**config.mk**
```make
export PLATFORM = sky130hd
export DESIGN_NAME = egp_top
export DESIGN_NICKNAME = d
export VERILOG_FILES = /design/src/egp_pkg.sv /design/src/egp_top.sv /design/src/egp_sync.sv
export SDC_FILE = /design/constraint.sdc
export NUM_CORES = 1
export LEC_CHECK = 0
export BUFFER_PORTS_ARGS = -buffer_cell sky130_fd_sc_hd__buf_2
export CAP_MARGIN = 30
export CORE_UTILIZATION = 54
export DETAILED_ROUTE_END_ITERATION = 10
export PLACE_DENSITY = 0.95
export REMOVE_ABC_BUFFERS = 1
export SYNTH_ARGS = -nofsm -noshare
export SYNTH_HDL_FRONTEND = slang
export SYNTH_HIERARCHICAL = 1
export SYNTH_SLANG_ARGS = --single-unit
```
**constraint.sdc**
```tcl
create_clock -name ref_clk -period 7.2 [get_ports ref_clk]
set_input_delay 0.36 -clock ref_clk [delete_from_list [all_inputs] [get_ports ref_clk]]
set_output_delay 0.36 -clock ref_clk [all_outputs]
set_load 0.005 [all_outputs]
```
**src/egp_pkg.sv**
```systemverilog
package egp_pkg;

    // ************************************************************
    // register map, byte offsets of aligned 32-bit words
    // ************************************************************
    localparam logic [7:0] OFF_PIN_VALUE = 8'h00;
    localparam logic [7:0] OFF_OUTPUT_LATCH = 8'h04;
    localparam logic [7:0] OFF_DIRECTION = 8'h08;
    localparam logic [7:0] OFF_PAD_CONFIG = 8'h0c;
    localparam logic [7:0] OFF_MEMORY_CTRL = 8'h10;
    localparam logic [7:0] OFF_PORT_E_DIR = 8'h14;
    localparam logic [7:0] OFF_OPEN_DRAIN = 8'h18;

    // ************************************************************
    // field positions
    // ************************************************************
    localparam int BIT_PULLUP_DISABLE = 7;
    localparam int BIT_EXT_BUS_DISABLE = 7;
    localparam int BIT_SLAVE_PORT_SELECT = 4;
    localparam int BIT_SERIAL2_OPEN_DRAIN = 0;
    localparam int PIN_PULSE = 0;
    localparam int PIN_TIMER = 1;
    localparam int PIN_SERIAL_LO = 4;
    localparam int PIN_SERIAL_HI = 6;

    // ************************************************************
    // reset values
    // ************************************************************
    localparam logic [7:0] RST_OUTPUT_LATCH = 8'h00;
    localparam logic [7:0] RST_DIRECTION = 8'hff;
    localparam logic [7:0] RST_PAD_CONFIG = 8'h80;
    localparam logic [7:0] RST_MEMORY_CTRL = 8'h80;
    localparam logic [7:0] RST_PORT_E_DIR = 8'h07;
    localparam logic [7:0] RST_OPEN_DRAIN = 8'h00;

    // ************************************************************
    // pin owner, one-hot
    // ************************************************************
    typedef enum logic [5:0] {
        OWN_GPIO = 6'h01,
        OWN_EBUS = 6'h02,
        OWN_PSP = 6'h04,
        OWN_SERIAL = 6'h08,
        OWN_PULSE = 6'h10,
        OWN_TIMER = 6'h20
    } egp_owner_t;

endpackage

```
**src/egp_top.sv**
```systemverilog
// Added by the designer: the AHB-Lite slave port and the register offsets.
`timescale 1ns/100ps

// Operation
// - eight pins, each with its own direction bit and output latch bit.
// - direction 0 drives the latch onto the pin, 1 makes it an input.
// - general-purpose inputs use the Schmitt-trigger input buffer.
// - every reset returns all pins to digital inputs.
// - weak pull-up per pin; the global disable bit turns all eight off.
// - a pin configured as output has its pull-up switched off.
// - pull-ups are disabled after every reset.
// - the external bus shares the pins only on the large-package variant.
// - general I/O and other functions exist only while the bus is disabled.
// - enabled external bus uses the pins as address/data low byte, overriding direction.
// - slave-port select runs the port as parallel slave port with TTL buffers.
// - parallel slave port works only when the external bus is not in use.
// - second serial module uses pins 4, 5 and 6.
// - serial open-drain bit makes the serial output pins open-drain.
// - pulse output on pin 0; timer5 clock and timer7 gate inputs on pin 1.
// - an alternate function owning a pin ignores or overrides its direction bit.
module egp_top #(
    parameter bit LARGE_PACKAGE = 1'b1
) (
    input wire logic ref_clk,
    input wire logic rstn,
    input wire logic hsel,
    input wire logic [31:0] haddr,
    input wire logic [1:0] htrans,
    input wire logic hwrite,
    input wire logic [2:0] hsize,
    input wire logic [31:0] hwdata,
    input wire logic hready,
    output logic hreadyout,
    output logic hresp,
    output logic [31:0] hrdata,
    input wire logic [7:0] pin_in,
    output logic [7:0] pin_out,
    output logic [7:0] pin_oe,
    output logic [7:0] pin_pullup_en,
    output logic [7:0] pin_ttl_sel,
    input wire logic [7:0] ebus_ad_out,
    input wire logic ebus_ad_oe,
    output logic [7:0] ebus_ad_in,
    output logic ebus_active,
    input wire logic [7:0] psp_data_out,
    input wire logic psp_data_oe,
    output logic [7:0] psp_data_in,
    output logic psp_active,
    input wire logic ser_en,
    input wire logic [2:0] ser_out,
    input wire logic [2:0] ser_oe,
    output logic [2:0] ser_in,
    input wire logic pulse_en,
    input wire logic pulse_gen_output,
    input wire logic timer_in_en,
    output logic timer5_clock_input,
    output logic timer7_gate_input
);

    // ************************************************************
    // state
    // ************************************************************
    logic [7:0] port_output_latch;
    logic [7:0] port_direction;
    logic [7:0] pad_config_reg;
    logic [7:0] memory_ctrl_reg;
    logic [7:0] port_e_direction;
    logic [7:0] open_drain_ctrl_reg;
    logic [7:0] next_port_output_latch;
    logic [7:0] next_port_direction;
    logic [7:0] next_pad_config_reg;
    logic [7:0] next_memory_ctrl_reg;
    logic [7:0] next_port_e_direction;
    logic [7:0] next_open_drain_ctrl_reg;
    logic ph_valid;
    logic ph_write;
    logic [31:0] ph_addr;
    logic next_ph_valid;
    logic next_ph_write;
    logic [31:0] next_ph_addr;
    logic [31:0] next_hrdata;
    logic [7:0] next_pin_out;
    logic [7:0] next_pin_oe;
    logic [7:0] next_pin_pullup_en;
    logic [7:0] next_pin_ttl_sel;
    logic [7:0] pin_sync;
    logic [7:0] gpio_own;
    logic [7:0] out_cfg;
    logic [7:0] ser_out8;
    logic [7:0] ser_oe8;
    logic ser_own;
    logic global_pullup_disable;
    logic serial2_open_drain;
    logic addr_take;
    egp_pkg::egp_owner_t own [8];

    function automatic logic egp_hit(input logic [31:0] a, input logic [7:0] off);
        egp_hit = (a[31:8] == 24'h000000) && (a[7:0] == off);
    endfunction

    // ************************************************************
    // input synchroniser
    // ************************************************************
    egp_sync #(
        .WIDTH(8)
    ) u_sync (
        .ref_clk(ref_clk),
        .rstn(rstn),
        .d(pin_in),
        .q(pin_sync)
    );

    // synchronised levels feed software and alternate inputs alike
    assign ebus_ad_in = pin_sync;
    assign psp_data_in = pin_sync;
    assign ser_in = pin_sync[egp_pkg::PIN_SERIAL_HI:egp_pkg::PIN_SERIAL_LO];
    assign timer5_clock_input = pin_sync[egp_pkg::PIN_TIMER];
    assign timer7_gate_input = pin_sync[egp_pkg::PIN_TIMER];

    // ************************************************************
    // bus slave, zero wait states
    // ************************************************************
    // every transfer finishes in one data-phase cycle, so no stall logic
    assign hreadyout = 1'b1;
    assign hresp = 1'b0;
    assign addr_take = hsel && hready && htrans[1];

    // register updates; read data is built from next values so a read
    // right behind a write already sees the new contents
    always_comb begin
        next_port_output_latch = port_output_latch;
        next_port_direction = port_direction;
        next_pad_config_reg = pad_config_reg;
        next_memory_ctrl_reg = memory_ctrl_reg;
        next_port_e_direction = port_e_direction;
        next_open_drain_ctrl_reg = open_drain_ctrl_reg;
        if (ph_valid && ph_write) begin
            if (egp_hit(ph_addr, egp_pkg::OFF_PIN_VALUE) || egp_hit(ph_addr, egp_pkg::OFF_OUTPUT_LATCH)) begin
                next_port_output_latch = hwdata[7:0];
            end
            if (egp_hit(ph_addr, egp_pkg::OFF_DIRECTION)) begin
                next_port_direction = hwdata[7:0];
            end
            if (egp_hit(ph_addr, egp_pkg::OFF_PAD_CONFIG)) begin
                next_pad_config_reg = hwdata[7:0];
            end
            if (egp_hit(ph_addr, egp_pkg::OFF_MEMORY_CTRL)) begin
                next_memory_ctrl_reg = hwdata[7:0];
            end
            if (egp_hit(ph_addr, egp_pkg::OFF_PORT_E_DIR)) begin
                next_port_e_direction = hwdata[7:0];
            end
            if (egp_hit(ph_addr, egp_pkg::OFF_OPEN_DRAIN)) begin
                next_open_drain_ctrl_reg = hwdata[7:0];
            end
        end
        if (!rstn) begin
            next_port_output_latch = egp_pkg::RST_OUTPUT_LATCH;
            next_port_direction = egp_pkg::RST_DIRECTION;
            next_pad_config_reg = egp_pkg::RST_PAD_CONFIG;
            next_memory_ctrl_reg = egp_pkg::RST_MEMORY_CTRL;
            next_port_e_direction = egp_pkg::RST_PORT_E_DIR;
            next_open_drain_ctrl_reg = egp_pkg::RST_OPEN_DRAIN;
        end
    end

    // address phase capture and read mux; unmapped reads give zero
    always_comb begin
        next_ph_valid = rstn && addr_take;
        next_ph_write = rstn && hwrite;
        next_ph_addr = rstn ? haddr : 32'h00000000;
        next_hrdata = 32'h00000000;
        if (rstn && addr_take && !hwrite) begin
            if (egp_hit(haddr, egp_pkg::OFF_PIN_VALUE)) begin
                next_hrdata[7:0] = pin_sync;
            end
            if (egp_hit(haddr, egp_pkg::OFF_OUTPUT_LATCH)) begin
                next_hrdata[7:0] = next_port_output_latch;
            end
            if (egp_hit(haddr, egp_pkg::OFF_DIRECTION)) begin
                next_hrdata[7:0] = next_port_direction;
            end
            if (egp_hit(haddr, egp_pkg::OFF_PAD_CONFIG)) begin
                next_hrdata[7:0] = next_pad_config_reg;
            end
            if (egp_hit(haddr, egp_pkg::OFF_MEMORY_CTRL)) begin
                next_hrdata[7:0] = next_memory_ctrl_reg;
            end
            if (egp_hit(haddr, egp_pkg::OFF_PORT_E_DIR)) begin
                next_hrdata[7:0] = next_port_e_direction;
            end
            if (egp_hit(haddr, egp_pkg::OFF_OPEN_DRAIN)) begin
                next_hrdata[7:0] = next_open_drain_ctrl_reg;
            end
        end
    end

    // register file and bus phase
    always_ff @(posedge ref_clk) begin
        port_output_latch <= next_port_output_latch;
        port_direction <= next_port_direction;
        pad_config_reg <= next_pad_config_reg;
        memory_ctrl_reg <= next_memory_ctrl_reg;
        port_e_direction <= next_port_e_direction;
        open_drain_ctrl_reg <= next_open_drain_ctrl_reg;
        ph_valid <= next_ph_valid;
        ph_write <= next_ph_write;
        ph_addr <= next_ph_addr;
        hrdata <= next_hrdata;
    end

    // ************************************************************
    // pin ownership and pad drive
    // ************************************************************
    // the bus mode is fixed off on the small package
    assign ebus_active = LARGE_PACKAGE && !memory_ctrl_reg[egp_pkg::BIT_EXT_BUS_DISABLE];
    assign psp_active = port_e_direction[egp_pkg::BIT_SLAVE_PORT_SELECT] && !ebus_active;
    assign global_pullup_disable = pad_config_reg[egp_pkg::BIT_PULLUP_DISABLE];
    assign serial2_open_drain = open_drain_ctrl_reg[egp_pkg::BIT_SERIAL2_OPEN_DRAIN];
    assign ser_out8 = {1'b0, ser_out, 4'h0};
    assign ser_oe8 = {1'b0, ser_oe, 4'h0};
    assign ser_own = !ebus_active && !psp_active && ser_en;

    // priority: bus, slave port, serial, pulse/timer, then plain I/O
    always_comb begin
        for (int i = 0; i < 8; i++) begin
            if (ebus_active) begin
                own[i] = egp_pkg::OWN_EBUS;
            end else if (psp_active) begin
                own[i] = egp_pkg::OWN_PSP;
            end else if (ser_en && i >= egp_pkg::PIN_SERIAL_LO && i <= egp_pkg::PIN_SERIAL_HI) begin
                own[i] = egp_pkg::OWN_SERIAL;
            end else if (pulse_en && i == egp_pkg::PIN_PULSE) begin
                own[i] = egp_pkg::OWN_PULSE;
            end else if (timer_in_en && i == egp_pkg::PIN_TIMER) begin
                own[i] = egp_pkg::OWN_TIMER;
            end else begin
                own[i] = egp_pkg::OWN_GPIO;
            end
        end
    end

    // per-pin drive; an owner other than plain I/O never looks at the direction bit
    always_comb begin
        next_pin_out = 8'h00;
        next_pin_oe = 8'h00;
        next_pin_pullup_en = 8'h00;
        out_cfg = 8'h00;
        gpio_own = 8'h00;
        for (int i = 0; i < 8; i++) begin
            case (own[i])
                egp_pkg::OWN_GPIO: begin
                    gpio_own[i] = 1'b1;
                    out_cfg[i] = !port_direction[i];
                    next_pin_out[i] = port_output_latch[i];
                    next_pin_oe[i] = !port_direction[i];
                end
                egp_pkg::OWN_EBUS: begin
                    out_cfg[i] = ebus_ad_oe;
                    next_pin_out[i] = ebus_ad_out[i];
                    next_pin_oe[i] = ebus_ad_oe;
                end
                egp_pkg::OWN_PSP: begin
                    out_cfg[i] = psp_data_oe;
                    next_pin_out[i] = psp_data_out[i];
                    next_pin_oe[i] = psp_data_oe;
                end
                egp_pkg::OWN_SERIAL: begin
                    out_cfg[i] = ser_oe8[i];
                    next_pin_out[i] = ser_out8[i];
                    // open-drain only sinks; the pad never drives a high level
                    next_pin_oe[i] = ser_oe8[i] && !(serial2_open_drain && ser_out8[i]);
                end
                egp_pkg::OWN_PULSE: begin
                    out_cfg[i] = 1'b1;
                    next_pin_out[i] = pulse_gen_output;
                    next_pin_oe[i] = 1'b1;
                end
                egp_pkg::OWN_TIMER: begin
                    out_cfg[i] = 1'b0;
                end
                default: begin
                    out_cfg[i] = 1'b0;
                end
            endcase
            next_pin_pullup_en[i] = !global_pullup_disable && !out_cfg[i];
        end
        // TTL buffers for bus and slave port, Schmitt otherwise
        next_pin_ttl_sel = (ebus_active || psp_active) ? 8'hff : 8'h00;
        if (!rstn) begin
            next_pin_out = 8'h00;
            next_pin_oe = 8'h00;
            next_pin_pullup_en = 8'h00;
            next_pin_ttl_sel = 8'h00;
        end
    end

    // pad outputs are registered to keep glitches off the pins
    always_ff @(posedge ref_clk) begin
        pin_out <= next_pin_out;
        pin_oe <= next_pin_oe;
        pin_pullup_en <= next_pin_pullup_en;
        pin_ttl_sel <= next_pin_ttl_sel;
    end
endmodule

```
**src/egp_sync.sv**
```systemverilog
`timescale 1ns/100ps

// ************************************************************
// two-flop synchroniser for pad inputs
// ************************************************************
module egp_sync #(
    parameter int WIDTH = 8
) (
    input wire logic ref_clk,
    input wire logic rstn,
    input wire logic [WIDTH-1:0] d,
    output logic [WIDTH-1:0] q
);

    logic [WIDTH-1:0] meta;
    logic [WIDTH-1:0] next_meta;
    logic [WIDTH-1:0] next_q;

    // first stage feeds only the second stage
    always_comb begin
        next_meta = rstn ? d : '0;
        next_q = rstn ? meta : '0;
    end

    // register both stages
    always_ff @(posedge ref_clk) begin
        meta <= next_meta;
        q <= next_q;
    end

endmodule

```
==> results of run 1 <==
[routing by layer]
metal	GRT usage, %	vias up	routed length (um)
met2	44.8	254	6730
met4	10.6	0	221
met1	30.1	2176	5360
met3	6.80	23	1140
met5	0	-	0
li1	-	2185	-
[worst paths after layout]
kind	slack [ns]	to
setup / recovery	4.26	hrdata[4]
hold / removal	0.07	ph_addr[9]
setup reg to reg	4.26	hrdata[4]
hold reg to reg	0.44	u_sync/q[1]
[synth_stat cells, types with 3 or more instances]
cell type  instances
a211oi_1           8
a21oi_1           29
a221oi_1           3
a22oi_1            3
a311oi_1           4
and2_1            41
and2_2            12
and4_1             3
buf_1              3
buf_4             46
clkbuf_1          21
dfxtp_1          131
inv_1              5
mux2_2             3
mux2i_1           46
nand2_1           24
nand3_1            7
nand4_1            9
nor2_1            68
nor2b_1            5
nor3_1             8
nor4_1             9
nor4_4             8
o21a_1             8
o21ai_0           17
o221ai_1           8
o31a_1             4
o31ai_1            5
or2_0              6
or2_2              7
[cells by family (layout without fill, tap and decap cells)]
family	count (synthesis)	after routing
flip-flops	131	131
AO/OA/AOI/OAI	97	97
buffers and inverters	79	184
multiplexers	50	50
other	2	26
AND/OR/NAND/NOR	220	220
[area by class of cell]
type	count	area share [%]
clock buffers	18	6.23
clock inverters	13	2.78
inverters	6	0.336
multi-input cells	393	38.0
flip-flops and latches	131	39.1
well taps	133	2.48
repair buffers	147	11.1
[where the power goes]
part	switching, mW	internal [mW]
Clock	0.305	0.559
Combinational	0.0477	0.0385
Sequential	0.0102	0.742
[worst register-to-register path, cell delays in order (launching register included)]
cell and delay, ns:
dfxtp_1 0.30, nor3_1 0.42, nand4_4 0.28, nor4_4 0.71, mux2_1 0.41, o221ai_1 0.24, a311oi_1 0.15, o31a_1 0.32
==> flow_summary.ini, run 1 <==
[outcome]
status = completed

[detailed_routing]
vias = 4638
drc = 0
wl_mm = 13.5
drt-initial-drc-count = 360
drt-pass1-iter-count = 5
vias_per_cell = 5.51
wire_per_inst_um = 16.0
postRouteAntennaNets = 0

[cells_and_area]
finalInstanceArea_um2 = 6710
layout-drive-gt1-share_pct = 29.9
largest_register_ffs = 32
diodes = 0
fin_nets = 806
finish.utilization_pct = 68.0
fillers = 746
fin_cells = 841
final_common_cell = buf_2
final_cell_mix = buf_2 (144), dfxtp_1 (131), nor2_1 (68)
seq_area_um2 = 2620
area_growth_pct = 20.6
regMostFlops = ph_addr
multi_input_area_um2 = 2550

[setup_path]
cp.required_ns = 7.59
max_stage_delay_ns = 0.70
critPathKind = reg2reg
cp-end-kind = flop
path_cells = nor3_1 > nand4_4 > nor4_4 > mux2_1 > o221ai_1 > a311oi_1 > o31a_1
startpoint = ph_addr[15]
crit_path_max_fanout = 9
r2r_start = ph_addr[15]
r2r.worst_path.cells = 7
crit_path_start_kind = flop
crit_family = simple AND/OR/NAND/NOR gates
worst_ep_arrival_time_ns = 3.32
cpMaxStageDelayCell = nor4_4
crit_buf_inv = 0
crit_cells = 7

[power]
ir_drop_uv = 134
p_total_mw = 1.70
p_per_area_nw_per_um2 = 254
p_leak_nw = 2.94

[sta]
finalSetupViolCount = 0
hold_ws_ns = 0.0716
post-route-period-util_pct = 40.8
drv_slew = 0
tightest_slew_ns = 0.908
rsz0062_at_grt = false
layout_min_cycle_time_ns = 2.94
worst_slack_ns = 4.26
fmax_mhz = 341
fin_tns_setup_ns = 0
hold_viol_final = 0
finClkSkew_ns = 0.00742
relSlewSlack_pct = 39.0

[logic_synthesis]
synth_area_per_cell_um2 = 9.61
yosysTopAreaCellShare_pct = 47.1
synth_top_area_cell = dfxtp_1
muxShareOfSynthArea_pct = 9.08
synth_top_family_by_area = simple AND/OR/NAND/NOR gates
synthAdderAreaFrac_pct = 0
ys_warn_count = 6
synth_area_leaders = dfxtp_1 (47%), mux2i_1 (8.3%), buf_4 (6.2%), and2_1 (4.6%), nor2_1 (4.6%)
synth_seq_cells = 131
synth_cells = 579
yosys.area_share.simple_pct = 23.5
ys_seq_area_share_pct = 47.1
synth_compound_area_share_pct = 11.5
yosys.cell_types.count = 51
synth_ff_type = dfxtp_1
synth-edff-count = 0
syn_area_um2 = 5560
async_flop_share_pct = 0
synth_xor_area_share_pct = 0

[cts]
cts.path.max_buffers = 2
root_buffer = clkbuf_8
cts_resized = 0
hold_buffers = 0
ctsHtreeMaxLevel = 4
clkTransAtPathRegs_ns = 0.06
post_cts_buffers = 0
cts_tree = done
cts_made_buffers = 17
clkSinkCount = 131
clk_latency_ns = 0.51

[grt]
antenna_found_initial = 0
grt_pass1_wl_mm = 21.7
grt_max_degree = 66
grt_pass1_vias = 4362
grt_use_total_pct = 25.8
grt_overflow_total = 0

[die]
die_x_um = 104
die_h_um = 104
row_count = 36
dieArea_um2 = 10700
core-area_um2 = 9860
io-pin-count = 199
initial_core_util_pct = 56.4

[placed_design]
place_area_um2 = 6110
dp_hpwl_mm = 9.79
io_buffers = 144
gp_congestion = 0.887
dp.cells = 810
pre_cts_slack_ns = 4.00

[hold_path]
hp-start = haddr[9]
holdCritPathClass = in2reg
hold_depth = 2

[flow_run]
drv_cap = 0
Power figures use the tool's default switching activity.
==> run 2, diff against run 1 <==
- CORE_UTILIZATION: 54 -> 45
- PLACE_DENSITY: 0.95 -> 0.86
- clock period: 7.2 -> 2.45 ns (I/O delays scaled with it)
==> flow_summary.ini, run 2 (synthesis results as in run 1) <==
[setup_path]
worst_ep_arrival_time_ns = 2.86
cpMaxStageDelayCell = or4_4
crit_path_max_fanout = 5
startpoint = haddr[19]
critPathKind = in2reg
max_stage_delay_ns = 0.56
r2r_start = ph_addr[31]
regToRegSetupSlack_ns = 0.01
cp.required_ns = 2.81
r2r.worst_path.cells = 9
path_cells = dlygate4sd3_1 > buf_2 > nor4_2 > nand2_1 > or4_4 > buf_4 > a211oi_1 > o221ai_4 > a311oi_2 > o31a_1
reg2reg_to = hrdata[7]
crit_path_start_kind = input pin
cp-endpoint = hrdata[6]
cp-end-kind = flop

[die]
die_x_um = 113
row_count = 40
core-area_um2 = 12000
io-pin-count = 199
die_h_um = 113
initial_core_util_pct = 46.3
dieArea_um2 = 12800

[cts]
clkSinkCount = 131
cts_made_buffers = 17
cts.path.max_buffers = 2
ctsHtreeMaxLevel = 4
cts_tree = done
clkTransAtPathRegs_ns = 0.05
root_buffer = clkbuf_16
clk_latency_ns = 0.41

[cells_and_area]
area_growth_pct = 37.9
fin_cells = 939
fin_nets = 889
final_common_cell = buf_2
final_cell_mix = buf_2 (144), dfxtp_1 (129), nor2_1 (68)
regMostFlops = ph_addr
diodes = 0
layout-drive-gt1-share_pct = 33.7
largest_register_ffs = 32
finalInstanceArea_um2 = 7670
fillers = 859

[power]
seq_power_share_pct = 42.9
p_leak_nw = 3.39
pwr-share-comb_pct = 6.5
ir_drop_uv = 399
clock_power_share_pct = 50.6
p_per_area_nw_per_um2 = 671
swShare_pct = 21.2
switchingPower_mw = 1.09
internal-power_mw = 4.06

[sta]
rsz0062_at_grt = true
hold_ws_ns = 0.00738
finClkSkew_ns = 0.00469
drv_slew = 0
relSlewSlack_pct = 53.1
hold_viol_final = 0
post-route-period-util_pct = 102
fin_tns_setup_ns = -0.0482
layout_min_cycle_time_ns = 2.50
finalSetupViolCount = 1
worst_slack_ns = -0.0482
fmax_mhz = 400
tightest_slew_ns = 0.704

[detailed_routing]
wire_per_inst_um = 16.4
drc = 0
met2RoutedLength_mm = 7.67
dr.max_layer_used = met4
vias_per_cell = 5.30
vias = 4978
wirelength_met1_mm = 6.09
postRouteAntennaNets = 0
drt-pass1-iter-count = 5
wl_mm = 15.4
wl_met3_mm = 1.25
drt-initial-drc-count = 437

[outcome]
violations = setup timing
status = finished, violations left

[grt]
grt_use_total_pct = 23.9
grt_overflow_total = 0
grt_max_degree = 64
antenna_found_initial = 0
grt_pass1_wl_mm = 23.3
grt_pass1_vias = 4688

[placed_design]
gp_congestion = 0.919
pre_cts_slack_ns = -0.298
dp_hpwl_mm = 9.71
io_buffers = 144
dp.cells = 848
place_area_um2 = 6320

[flow_run]
drv_cap = 0

[hold_path]
holdCritPathClass = in2reg
-- run 2: changes by cell type in the layout (fill, tap and decap cells not counted), moves of 3 or more --
cell / change
mux2i_1: -4
a311oi_1: -4
buf_6: +3
o221ai_1: -4
buf_4: +29
mux2_2: -3
a311oi_2: +4
mux2_4: +4
dlygate4sd3_1: +49
clkbuf_8: +3
-- run 2: power by group through the flow --
stage	logic [mW]	clock network (mW)	registers, mW
after floorplan	0.105	0	2.25
after global placement	0.258	0	2.25
after detailed placement	0.262	0	2.25
after CTS	0.322	2.63	2.21
after global routing	0.367	2.75	2.21
final	0.337	2.61	2.21
-- run 2: critical path, delay by kind of cell --
family	cells	cell delay (ns)
compound gates	4	0.97
buf+inv	3	0.85
simple gates	3	0.92
-- run 2: layer usage --
layer	vias up	track usage, %
met3	42	6.91
met5	-	0
li1	2345	-
met4	0	11.3
met2	293	40.8
met1	2298	27.4
-- run 2: worst min-delay path by stage --
stage | from | to | slack [ns] | depth (start not counted)
6_report | haddr[0] | ph_addr[0] | 0.007 | 2
3_5_place_dp | pin_in[2] | u_sync/meta[2] | 0.35 | 2
3_3_place_gp | pin_in[6] | u_sync/meta[6] | 0.34 | 2
4_1_cts | haddr[0] | ph_addr[0] | 0.002 | 2
5_1_grt | haddr[0] | ph_addr[0] | 0.02 | 2
2_1_floorplan | rstn | memory_ctrl_reg[7] | 0.18 | 1
-- run 2: area by class of cell --
type / instances / area (um2) / area share [%]
clock inverters: 8 / 124 / 1.61
multi-input cells: 393 / 2710 / 35.3
inverters: 6 / 22.5 / 0.293
clock buffers: 24 / 492 / 6.41
flip-flops and latches: 131 / 2630 / 34.2
repair buffers: 230 / 1520 / 19.8
well taps: 147 / 184 / 2.40
-- run 2: metrics by stage --
step | util [%] | total power [mW]
6_report | 63.9 | 5.15
5_1_grt | 63.9 | 5.33
4_1_cts | 61.9 | 5.17
3_5_place_dp | 52.6 | 2.52
3_3_place_gp | 52.6 | 2.51
2_1_floorplan | - | 2.36
-- run 2: repair_timing --
action,4_1_cts,5_1_grt
endpoints found under the setup margin,5,8
resized for setup,4,33
buffers inserted,0,10
pin swaps,0,19
hold endpoints to repair,48,0
hold buffers,49,0
==> run 3, diff against run 2 <==
- SYNTH_HIERARCHICAL: 1 -> unset
==> flow_summary.ini, run 3 <==
[cells_and_area]
finish.utilization_pct = 64.4
finalInstanceArea_um2 = 7770
multi_input_area_um2 = 2740
final_cell_mix = buf_2 (144), dfxtp_1 (130), nor2_1 (68)
final_common_cell = buf_2
regMostFlops = ph_addr
diodes = 0
fillers = 914
largest_register_ffs = 32
fin_cells = 975
fin_nets = 904
layout-drive-gt1-share_pct = 34.3
area_growth_pct = 39.3
seq_area_um2 = 2620

[sta]
post-route-period-util_pct = 106
worst_slack_ns = -0.154
finalSetupViolCount = 9
rsz0062_at_grt = true
relSlewSlack_pct = 56.5
finClkSkew_ns = 0.00781
layout_min_cycle_time_ns = 2.60
hold_viol_final = 0
hold_ws_ns = 0.0131
fin_tns_setup_ns = -0.571
tightest_slew_ns = 0.652
fmax_mhz = 384
drv_slew = 0

[logic_synthesis]
synth_area_per_cell_um2 = 9.49
yosysTopAreaCellShare_pct = 47.0
synth_area_leaders = dfxtp_1 (47%), mux2i_1 (7.4%), buf_4 (6.2%), and2_1 (5.9%), nor2_1 (4.6%)
syn_area_um2 = 5580
synth_seq_cells = 131
ys_warn_count = 0
synth_top_area_cell = dfxtp_1
yosys.cell_types.count = 55
netlist_top_cells_count = dfxtp_1 (131), nor2_1 (69), and2_1 (53)
synth.most_common_cell = dfxtp_1
synth_cells = 588
async_flop_share_pct = 0
synth_ff_type = dfxtp_1
synth-edff-count = 0
ys_seq_area_share_pct = 47.0

[die]
die_h_um = 113
initial_core_util_pct = 46.2
row_count = 40
core-area_um2 = 12100
dieArea_um2 = 12800
die_x_um = 113
io-pin-count = 199

[detailed_routing]
wire_per_inst_um = 16.5
postRouteAntennaNets = 0
drt-initial-drc-count = 574
drc = 0
vias = 5146
vias_per_cell = 5.28
drt-pass1-iter-count = 5
wl_mm = 16.0

[grt]
grt_use_total_pct = 23.5
grt_overflow_total = 0
grt_pass1_wl_mm = 23.0
grt_max_degree = 67
antenna_found_initial = 0
grt_pass1_vias = 4631

[power]
ir_drop_uv = 458
p_total_mw = 5.12
p_per_area_nw_per_um2 = 659
p_leak_nw = 3.31

[setup_path]
crit_path_max_fanout = 4
critPathKind = reg2reg
crit_path_start_kind = flop
cpMaxStageDelayCell = nor4_4
worst_ep_arrival_time_ns = 2.91
path_cells = nor4_4 > nand4_2 > buf_6 > nor4_4 > mux2_4 > o221a_4 > o311ai_2 > buf_4 > a21boi_2
cp.required_ns = 2.76
regToRegSetupSlack_ns = -0.15
max_stage_delay_ns = 0.41
cp-end-kind = flop
path_common_cell = nor4_4

[placed_design]
io_buffers = 144
gp_congestion = 0.905
place_area_um2 = 6410
pre_cts_slack_ns = -0.0458
dp.cells = 883
dp_hpwl_mm = 9.58

[cts]
root_buffer = clkbuf_16
clkSinkCount = 131
clkTransAtPathRegs_ns = 0.06
cts.path.max_buffers = 2
cts_tree = done
clk_latency_ns = 0.41
ctsHtreeMaxLevel = 4
cts_made_buffers = 17

[hold_path]
holdCritPathClass = in2reg

[flow_run]
drv_cap = 0

[outcome]
status = finished, violations left
violations = setup timing
==> run 3: metal layers <==
metal	track usage, %	part of all wire (%)	up-vias
met5	0	0	-
met4	10.7	3.0	0
met3	6.53	7.4	50
met2	38.4	48	323
met1	28.9	41	2368
li1	-	-	2405
==> run 3: cell type report <==
class / instances / share of cell area (%)
Clock buffer: 23 / 6.02
Multi-Input combinational cell: 400 / 35.2
Inverter: 7 / 0.338
Timing Repair Buffer: 237 / 20.3
Sequential cell: 131 / 33.8
Tap cell: 168 / 2.71
Clock inverter: 9 / 1.64
==> run 3: cell families after synthesis <==
group           after synthesis  share of synthesized area [%]
compound gates              101                           11.7
buf+inv                      81                           8.57
flops                       131                           47.0
mux                          48                           8.77
other cells                   2                          0.135
simple gates                225                           23.8
==> run 3: worst max-delay path: cells and delay by family, from the launching register on <==
kind / cells / cell delay, ns
AND/OR/NAND/NOR: 3 / 0.94
multiplexers: 1 / 0.36
buffers and inverters: 2 / 0.33
AO/OA/AOI/OAI: 3 / 0.53
flip-flops: 1 / 0.33
==> run 3: final timing paths <==
path,startpoint,cells past startpoint,to
worst max-delay path,ph_addr[7],9,hrdata[7]
worst min-delay path,ebus_ad_out[7],3,pin_out[7]
worst max register to register,ph_addr[7],9,hrdata[7]
worst min register to register,u_sync.meta[5],1,u_sync.q[5]
==> run 3: report_power, final <==
| part | internal [mW] | switching (mW) | total [mW] | leakage [nW] |
|---|---|---|---|---|
| Sequential | 2.18 | 0.0335 | 2.21 | 1.07 |
| Combinational | 0.176 | 0.175 | 0.351 | 1.94 |
| Clock | 1.65 | 0.902 | 2.55 | 0.295 |
==> run 3: timing repair <==
| action | 4_1_cts | 5_1_grt |
|---|---|---|
| endpoints found under the setup margin | 4 | 8 |
| hold buffers | 47 | 0 |
| pin swaps | 3 | 20 |
| setup buffers | 1 | 12 |
| resized for setup | 2 | 42 |
| endpoints found under the hold margin | 46 | 0 |
